[config.mk]
export PLATFORM = sky130hd
export DESIGN_NAME = pwm_control_word_logic
export DESIGN_NICKNAME = d
export VERILOG_FILES = /design/src/logic/pwm_ctrl_pkg.sv /design/src/logic/param_if.sv /design/src/logic/stage_regs.sv /design/src/logic/amp_scale.sv /design/src/logic/pwm_control_word_logic.sv
export VERILOG_INCLUDE_DIRS = /design/src /design/src/logic
export SDC_FILE = /design/constraint.sdc
export NUM_CORES = 1
export LEC_CHECK = 0
export BUFFER_PORTS_ARGS = -buffer_cell sky130_fd_sc_hd__buf_2
export CORE_UTILIZATION = 55
export DETAILED_ROUTE_END_ITERATION = 8
export PLACE_DENSITY_LB_ADDON = 0.2
export SETUP_SLACK_MARGIN = 0.05
export SLEW_MARGIN = 20
export SYNTH_ARGS = -nofsm -noshare
export SYNTH_HDL_FRONTEND = slang
export SYNTH_SLANG_ARGS = --single-unit
[constraint.sdc]
create_clock -name mclk -period 10.65 [get_ports mclk]
set_input_delay 1.065 -clock mclk [delete_from_list [all_inputs] [get_ports mclk]]
set_output_delay 1.065 -clock mclk [all_outputs]
set_load 0.01 [all_outputs]
[src/logic/pwm_ctrl_defines.svh]
// offsets, field positions, reset values and timing counts
`ifndef PWM_CTRL_DEFINES_SVH
`define PWM_CTRL_DEFINES_SVH
// staging and dummy register addresses
`define ADDR_STAGE0 3'h0
`define ADDR_STAGE1 3'h1
`define ADDR_STAGE2 3'h2
`define ADDR_CTRL_COMMIT 3'h3
`define ADDR_INIT_COMMIT 3'h4
// control word fields (24 bits: stage2,stage1,stage0)
`define CW_PFS_LO_LSB 0
`define CW_PFS_LO_MSB 7
`define CW_PFS_HI_LSB 8
`define CW_PFS_HI_MSB 11
`define CW_OVERMOD 12
`define CW_INHIBIT_N 13
`define CW_AMP_LSB 16
`define CW_AMP_MSB 23
// init word fields
`define IW_DELETE_LSB 0
`define IW_DELETE_MSB 6
`define IW_CLEAR_N 7
`define IW_CDS_LSB 8
`define IW_CDS_MSB 10
`define IW_FRM_LSB 11
`define IW_FRM_MSB 13
`define IW_UNDERLAP_LSB 16
`define IW_UNDERLAP_MSB 21
// reset values
`define WORD_RESET 24'h000000
`define BYTE_RESET 8'h00
// carrier period in clock ticks before division
`define CARRIER_TICKS 512
`define SINE_PERIOD_SAMPLES 384
`endif

[src/logic/pwm_ctrl_pkg.sv]
// types for the pwm control word logic
package pwm_ctrl_pkg;
    typedef logic [23:0] word24_t;
    typedef logic [7:0] byte_t;
    typedef logic [11:0] pfs_t;
endpackage : pwm_ctrl_pkg

[src/logic/param_if.sv]
// committed parameters passed from the register file to the waveform
`timescale 1ns/1ps
interface param_if;
    logic [11:0] pfs;
    logic overmod;
    logic inhibit_n;
    logic [7:0] amp;
    logic [6:0] delete_word;
    logic clear_n;
    logic [2:0] cds;
    logic [2:0] frm;
    logic [5:0] underlap_word;
    modport src (output pfs, overmod, inhibit_n, amp, delete_word, clear_n,
                 cds, frm, underlap_word);
    modport dst (input pfs, overmod, inhibit_n, amp, delete_word, clear_n,
                 cds, frm, underlap_word);
endinterface : param_if

[src/logic/stage_regs.sv]
// staging registers with atomic commit into control and init words
`timescale 1ns/1ps
`include "pwm_ctrl_defines.svh"
module stage_regs (
    // clock and reset
    input wire logic mclk,
    input wire logic reset_n,
    // host write port
    input wire logic wr_en,
    input wire logic [2:0] wr_addr,
    input wire logic [7:0] wr_data,
    // committed parameters
    param_if.src prm
);
    pwm_ctrl_pkg::byte_t stage_reg [3];
    pwm_ctrl_pkg::word24_t ctrl_reg;
    pwm_ctrl_pkg::word24_t init_reg;
    pwm_ctrl_pkg::word24_t stage_word;
    wire ctrl_hit = wr_en && (wr_addr == `ADDR_CTRL_COMMIT);
    wire init_hit = wr_en && (wr_addr == `ADDR_INIT_COMMIT);
    assign stage_word = {stage_reg[2], stage_reg[1], stage_reg[0]};

    // ****************************************
    // staging bytes, kept after commit
    // ****************************************
    genvar gi;
    generate
        for (gi = 0; gi < 3; gi++) begin : g_stage
            always_ff @(posedge mclk or negedge reset_n) begin
                if (!reset_n)
                    stage_reg[gi] <= `BYTE_RESET;
                else if (wr_en && wr_addr == 3'(gi))
                    stage_reg[gi] <= wr_data;
            end
        end
    endgenerate

    // ****************************************
    // commit words
    // ****************************************
    always_ff @(posedge mclk or negedge reset_n) begin
        if (!reset_n) begin
            ctrl_reg <= `WORD_RESET;
            init_reg <= `WORD_RESET;
        end else begin
            if (ctrl_hit)
                ctrl_reg <= stage_word;
            if (init_hit)
                init_reg <= stage_word;
        end
    end

    assign prm.pfs = {ctrl_reg[`CW_PFS_HI_MSB:`CW_PFS_HI_LSB],
                      ctrl_reg[`CW_PFS_LO_MSB:`CW_PFS_LO_LSB]};
    assign prm.overmod = ctrl_reg[`CW_OVERMOD];
    assign prm.inhibit_n = ctrl_reg[`CW_INHIBIT_N];
    assign prm.amp = ctrl_reg[`CW_AMP_MSB:`CW_AMP_LSB];
    assign prm.delete_word = init_reg[`IW_DELETE_MSB:`IW_DELETE_LSB];
    assign prm.clear_n = init_reg[`IW_CLEAR_N];
    assign prm.cds = init_reg[`IW_CDS_MSB:`IW_CDS_LSB];
    assign prm.frm = init_reg[`IW_FRM_MSB:`IW_FRM_LSB];
    assign prm.underlap_word =
        init_reg[`IW_UNDERLAP_MSB:`IW_UNDERLAP_LSB];
endmodule : stage_regs

[src/logic/amp_scale.sv]
// scales a waveform sample by the nine-bit amplitude
`timescale 1ns/1ps
module amp_scale (
    // inputs
    input wire logic [7:0] sample,
    input wire logic [7:0] amp,
    input wire logic overmod,
    // scaled result, full scale is 255*255
    output logic [16:0] scaled
);
    wire [8:0] amp9 = {overmod, amp};
    wire [16:0] prod = 17'(sample) * 17'(amp9);
    // overmod adds a full-scale sample on top: amplitude plus 100 percent
    wire [16:0] full = 17'(sample) * 17'h000ff;
    assign scaled = overmod ? 17'(prod - 17'(sample) * 17'h00100 + full)
                            : prod;
endmodule : amp_scale

[src/logic/pwm_control_word_logic.sv]
// top: staging registers, phase accumulator, carrier and pulse shaping
//
// Summary of operation
// - power frequency equals range over 4096 times select word
// - select word split over staging registers zero and one
// - inhibit low forces outputs low, internal generation keeps running
// - outputs resume immediately when inhibit released
// - inhibit gating sits after deletion and delay stages
// - overmod bit acts as ninth amplitude bit
// - overmod amplitude equals normal amplitude plus 100 percent
// - waveform sample scaled by eight-bit amplitude word
// - amplitude percentage is value over 255 times 100
// - init and control registers clear to zero at power-up
// - counter clear low at reset gives 50 percent duty
// - carrier division select taken from staging register one
// - range multiplier taken from staging register one
// - underlap delay taken from staging register two
// - deletion field taken from staging register zero
// - shortest pulse is deletion time minus underlap time
// - control commit copies staging into control register
// - init commit copies staging into init register
// - counter clear low holds phase at zero, ignores frequency
`timescale 1ns/1ps
`include "pwm_ctrl_defines.svh"
module pwm_control_word_logic (
    // clock and reset
    input wire logic mclk,
    input wire logic reset_n,
    // host write port
    input wire logic wr_en,
    input wire logic [2:0] wr_addr,
    input wire logic [7:0] wr_data,
    // waveform sample lookup
    output logic [8:0] sample_index,
    input wire logic [7:0] sample_data,
    // pwm outputs
    output logic pwm_top,
    output logic pwm_bottom,
    // status
    output logic [11:0] phase_out
);
    param_if prm ();

    // ****************************************
    // register file
    // ****************************************
    stage_regs u_regs (
        .mclk(mclk),
        .reset_n(reset_n),
        .wr_en(wr_en),
        .wr_addr(wr_addr),
        .wr_data(wr_data),
        .prm(prm)
    );

    // ****************************************
    // carrier prescaler: n = 2^cds for cds 0..5, n = 32 for cds 6 and 7
    // ****************************************
    logic [4:0] pre_reg;
    logic [4:0] pre_next;
    wire [4:0] pre_max = 5'((6'h01 << prm.cds) - 6'h01);
    wire pre_tick = (pre_reg >= pre_max);
    assign pre_next = pre_tick ? 5'h00 : 5'(pre_reg + 5'h01);
    always_ff @(posedge mclk or negedge reset_n) begin
        if (!reset_n)
            pre_reg <= 5'h00;
        else
            pre_reg <= pre_next;
    end

    // ****************************************
    // carrier triangle counter, 512 ticks per period
    // ****************************************
    logic [8:0] car_reg;
    logic [8:0] car_next;
    assign car_next = pre_tick ? 9'(car_reg + 9'h001) : car_reg;
    wire [7:0] tri_val = car_reg[8] ? ~car_reg[7:0] : car_reg[7:0];
    wire car_wrap = pre_tick && (car_reg == 9'h1ff);
    always_ff @(posedge mclk or negedge reset_n) begin
        if (!reset_n)
            car_reg <= 9'h000;
        else
            car_reg <= car_next;
    end

    // ****************************************
    // phase accumulator
    // ****************************************
    // per carrier period add 4*pfs*m; full cycle = 1536*4096
    // so full select at m=1 gives 384 carrier periods per cycle
    logic [23:0] acc_reg;
    logic [23:0] acc_next;
    localparam logic [23:0] acc_wrap = 24'h600000;
    wire [20:0] step = {7'h00, prm.pfs, 2'b00} << prm.frm;
    wire [24:0] acc_sum = 25'(acc_reg) + 25'(step);
    wire [24:0] acc_red = (acc_sum >= 25'(acc_wrap)) ?
                          25'(acc_sum - 25'(acc_wrap)) : acc_sum;
    assign acc_next = !prm.clear_n ? 24'h000000 :
                      car_wrap ? acc_red[23:0] : acc_reg;
    always_ff @(posedge mclk or negedge reset_n) begin
        if (!reset_n)
            acc_reg <= 24'h000000;
        else
            acc_reg <= acc_next;
    end

    // quarter-wave fold: phase index 0..1535 in units of samples
    wire [10:0] ph = acc_reg[22:12];
    wire [1:0] quad = (ph < 11'd384) ? 2'd0 : (ph < 11'd768) ? 2'd1 :
                      (ph < 11'd1152) ? 2'd2 : 2'd3;
    wire [10:0] qoff = 11'(ph - 11'(quad) * 11'd384);
    wire [8:0] idx = quad[0] ? 9'(11'd383 - qoff) : qoff[8:0];
    wire neg_half = quad[1];

    // ****************************************
    // amplitude and comparison
    // ****************************************
    logic [16:0] scaled;
    amp_scale u_amp (
        .sample(sample_data),
        .amp(prm.amp),
        .overmod(prm.overmod),
        .scaled(scaled)
    );
    // modulating level: 0..255 per half; /256 of 255*255 range
    wire [8:0] mag = 9'(scaled >> 8);
    wire [9:0] lvl = neg_half ? 10'(10'sd255 - 10'(mag)) :
                     10'(10'd255 + 10'(mag));
    // negative half may underflow with overmod: clip to zero, not full
    wire lvl_under = neg_half && (mag > 9'd255);
    wire [9:0] lvl_clip = lvl_under ? 10'h000 : lvl[9] ? 10'h1fe : lvl;
    // clear low: level fixed at midpoint for 50 percent duty
    wire [9:0] lvl_use = !prm.clear_n ? 10'h0ff : lvl_clip;
    wire raw_pwm = ({1'b0, tri_val, 1'b0} < lvl_use);

    // ****************************************
    // pulse deletion
    // ****************************************
    logic raw_reg;
    logic del_reg;
    logic [7:0] width_reg;
    wire [7:0] pdt = 8'd128 - 8'(prm.delete_word);
    wire edge_seen = (raw_pwm != raw_reg);
    always_ff @(posedge mclk or negedge reset_n) begin
        if (!reset_n) begin
            raw_reg <= 1'b0;
            del_reg <= 1'b0;
            width_reg <= 8'h00;
        end else if (pre_tick) begin
            raw_reg <= raw_pwm;
            if (edge_seen)
                width_reg <= 8'h01;
            else if (width_reg != 8'hff)
                width_reg <= 8'(width_reg + 8'h01);
            // a level passes once it has lasted the deletion time
            if (width_reg >= pdt)
                del_reg <= raw_reg;
        end
    end

    // ****************************************
    // underlap delay on rising and falling edges
    // ****************************************
    logic [6:0] dly_reg;
    logic del_q_reg;
    wire [6:0] pdy = 7'd64 - 7'(prm.underlap_word);
    always_ff @(posedge mclk or negedge reset_n) begin
        if (!reset_n) begin
            dly_reg <= 7'h00;
            del_q_reg <= 1'b0;
        end else if (pre_tick) begin
            del_q_reg <= del_reg;
            if (del_reg != del_q_reg)
                dly_reg <= 7'h00;
            else if (dly_reg != 7'h7f)
                dly_reg <= 7'(dly_reg + 7'h01);
        end
    end
    // delay follows deletion, so shortest pulse is pdt minus pdy
    wire dly_ok = (dly_reg >= pdy) && (del_reg == del_q_reg);
    wire top_pre = del_reg && dly_ok;
    wire bot_pre = !del_reg && dly_ok;

    // ****************************************
    // output gating after shaping
    // ****************************************
    always_ff @(posedge mclk or negedge reset_n) begin
        if (!reset_n) begin
            pwm_top <= 1'b0;
            pwm_bottom <= 1'b0;
            sample_index <= 9'h000;
            phase_out <= 12'h000;
        end else begin
            pwm_top <= top_pre && prm.inhibit_n;
            pwm_bottom <= bot_pre && prm.inhibit_n;
            sample_index <= idx;
            phase_out <= acc_reg[23:12];
        end
    end
endmodule : pwm_control_word_logic

==> results by group <==
Outcome
  – Status: completed

Critical path
  – Most frequent CP cell: fa_1
  – CP max FO: 13
  – CP max-delay cell: fa_1
  – Max incr delay on CP: around 0.54 ns
  – Setup Crit Path Kind: input port to flop
  – Reg2reg end: width_reg[2]
  – Worst r2r src: u_regs.ctrl_reg[16]
  – R2R depth: 35
  – Critical path arrival: roughly 9.7 ns
  – CP endpoint kind: flop
  – Required @ worst endpoint: approximately 11 ns
  – Critical Path Start Type: input port
  – Reg-to-reg slack, setup: about 1.5 ns

Synthesis
  – Synth Register Bits: about 140
  – Cell Area, Synth: between 10,000 and 15,000 sq um
  – Post-synth top flop: dfrtp_1
  – Yosys warning count: 0
  – Number of distinct library cells after synthesis: 73
  – Mapped Cells: ~1.3k
  – Syn_nets: between 1.5k and 2k
  – Post-synthesis sequential area ratio: a little over a quarter
  – Post-synth top area cell: dfrtp_1
  – Number of enable flip-flop cells after synthesis: 0
  – Syn_area_per_cell: 9.605 sq um
  – Async set or reset register ratio after synthesis: between 90% and 100%
  – Yosys top cell area share: between 20% and 30%
  – Synth area leaders: dfrtp_1 27%, fa_1 14%, ha_1 12%, mux2_2 5.8%, inv_1 5.0%

Clocking
  – Root Driver: clkbuf_16
  – CTS tree: built
  – Skew-Pair Late Insertion Delay: 0.43 ns
  – Postcts setup bufs: 0
  – TritonCTS buffer count: 17
  – H-tree depth: 4
  – CTS Buffer Depth: 2
  – Clock sinks: between 100 and 150
  – Cts hold-fix bufs: 0
  – Post_cts resized: 0
  – Clock-pin slew on the worst setup and hold paths: ~0.060 ns

Floorplanning
  – Die width: around 160 um
  – Chip Height: approximately 160 um
  – Initial core utilization: between 50% and 60%
  – # rows: 55
  – Core area: about 23,000 sq um
  – I/O pins: 45
  – Die Footprint: 24,090 sq um

Worst hold path
  – Hold worst-path end: phase_out[5]
  – Worst Hold Class: flop to flop
  – Hold Crit Start: acc_reg[17]
  – Hold depth: 0

Global routing
  – Largest net degree at the start of global routing: 75
  – Overall routing resource usage: 25.52%
  – Vias in the first global route: ~9.8k
  – First-pass GRT wire length: between 40,000 and 50,000 um
  – Grt ovf: 0
  – Initial antenna violation count: 0

STA
  – Slew headroom: between 30% and 40%
  – Final hold vios: 0
  – RSZ-0062 raised after global routing: false
  – Total negative setup slack: 0 ns
  – FMAX: about 110 MHz
  – Max-slew violations: 0
  – Tcrit/Tclk final: 88.79%
  – Final number of setup-violating endpoints: 0
  – Least-Margin Pin Slew: slightly below 1 ns
  – Worst clock skew: ~0.013 ns
  – Final min period: approximately 9.5 ns

Place
  – IO Port Bufs: 44
  – Detail Placement HPWL: between 20,000 and 25,000 um
  – GP Congestion: approximately 0.9

Drt
  – M1 wire length: approximately 13,000 um
  – Post-DR vias/cell: ~5.6
  – Post-route ant nets: 0
  – Initial DRT Pass Iterations: 5
  – Routed vias: about 9.6k
  – Wire per inst: 16.76 um
  – Post-route DRC: 0
  – Metal3 WL: between 800 and 900 um
  – Final WL: ~29,000 um
  – Highest routing layer actually used: met4
  – Met2 WL: 14,210 um
  – Drt first-iter violations: between 400 and 500

Layout
  – Synth-to-layout area growth: 9.053%
  – Commonest cells after routing, fill and taps aside: 171 x inv_1, 141 x dfrtp_1, 128 x ha_1
  – Layout cells sized above 1: 12.34%
  – Diode count: 0
  – Fin nets: between 1.5k and 2k
  – Commonest non-fill, non-tap cell in the layout: inv_1

Job
  – Max_cap viols: 0
[final cells by class]
cell class	instances	area, sq um
fill	1957	8770
inverter	172	645.6
tap	313	391.6
timing repair buffer	51	279.0
sequential	141	3528
clock buffer	17	425.4
clock inverter	14	180.2
multi-input combinational	999	8627
[metrics by stage]
step                      cell area [sq um]  hold slack, ns  worst slack [ns]  instances  utilization, %
after floorplan                       12910          0.3519             1.568       1344               -
after global placement                13460          0.4467            0.9594       1676           58.92
after detailed placement              13460          0.4497            0.7981       1676           58.92
after CTS                             14070          0.4605             1.242       1707           61.57
after global routing                  14080          0.4785            0.7121       1707           61.62
final                                 14080          0.4563             1.194       1707           61.62
[kinds of logic (layout without fill, tap and decap cells)]
family                   count (synthesis)  count (layout)  share of synthesized area [%]
AND/OR/NAND/NOR                        365             365                          14.35
AO/OA/AOI/OAI                          242             242                          12.49
adder cells (fa/ha/maj)                219             219                          26.52
buffers and inverters                  204             254                          5.951
flip-flops                             141             141                          27.33
XOR/XNOR                                87              87                          6.048
multiplexers                            86              86                          7.308
[routing by layer]
metal	up-vias	track usage [%]
met5	-	0
met1	4732	33.60
li1	4658	-
met4	0	7.796
met3	39	3.538
met2	174	43.78
[synthesized netlist by cell type (all sizes together), types with 12 or more instances]
| master | number |
|---|---|
| and2 | 57 |
| nand3 | 34 |
| nor3 | 20 |
| dfrtp | 141 |
| a22o | 14 |
| a211oi | 13 |
| o21ai | 63 |
| xnor2 | 47 |
| nor2 | 69 |
| nand2 | 102 |
| nor2b | 14 |
| nand4 | 16 |
| xor2 | 40 |
| inv | 171 |
| mux2 | 66 |
| mux2i | 20 |
| ha | 128 |
| a21o | 19 |
| fa | 91 |
| a31oi | 12 |
| a21oi | 61 |
| clkbuf | 22 |
[worst max-delay path: cells and delay by family]
family                   cells  cell delay [ns]
buffers and inverters        4             0.42
adder cells (fa/ha/maj)      8             3.65
XOR/XNOR                     3             0.71
AND/OR/NAND/NOR              8             1.35
AO/OA/AOI/OAI               13             2.53
[worst max path at each step]
stage / start / to / slack (ns) / cells after the start
after global routing: sample_data[7] / width_reg[3] / 0.71 / 36
after global placement: sample_data[7] / width_reg[2] / 0.96 / 36
after CTS: sample_data[7] / width_reg[2] / 1.24 / 36
after detailed placement: sample_data[7] / width_reg[2] / 0.80 / 36
after floorplan: sample_data[7] / width_reg[2] / 1.57 / 36
final: sample_data[7] / width_reg[2] / 1.19 / 36
Power is not shown: default switching activity piles up to over one toggle a cycle in this logic, so the estimate is an artifact.
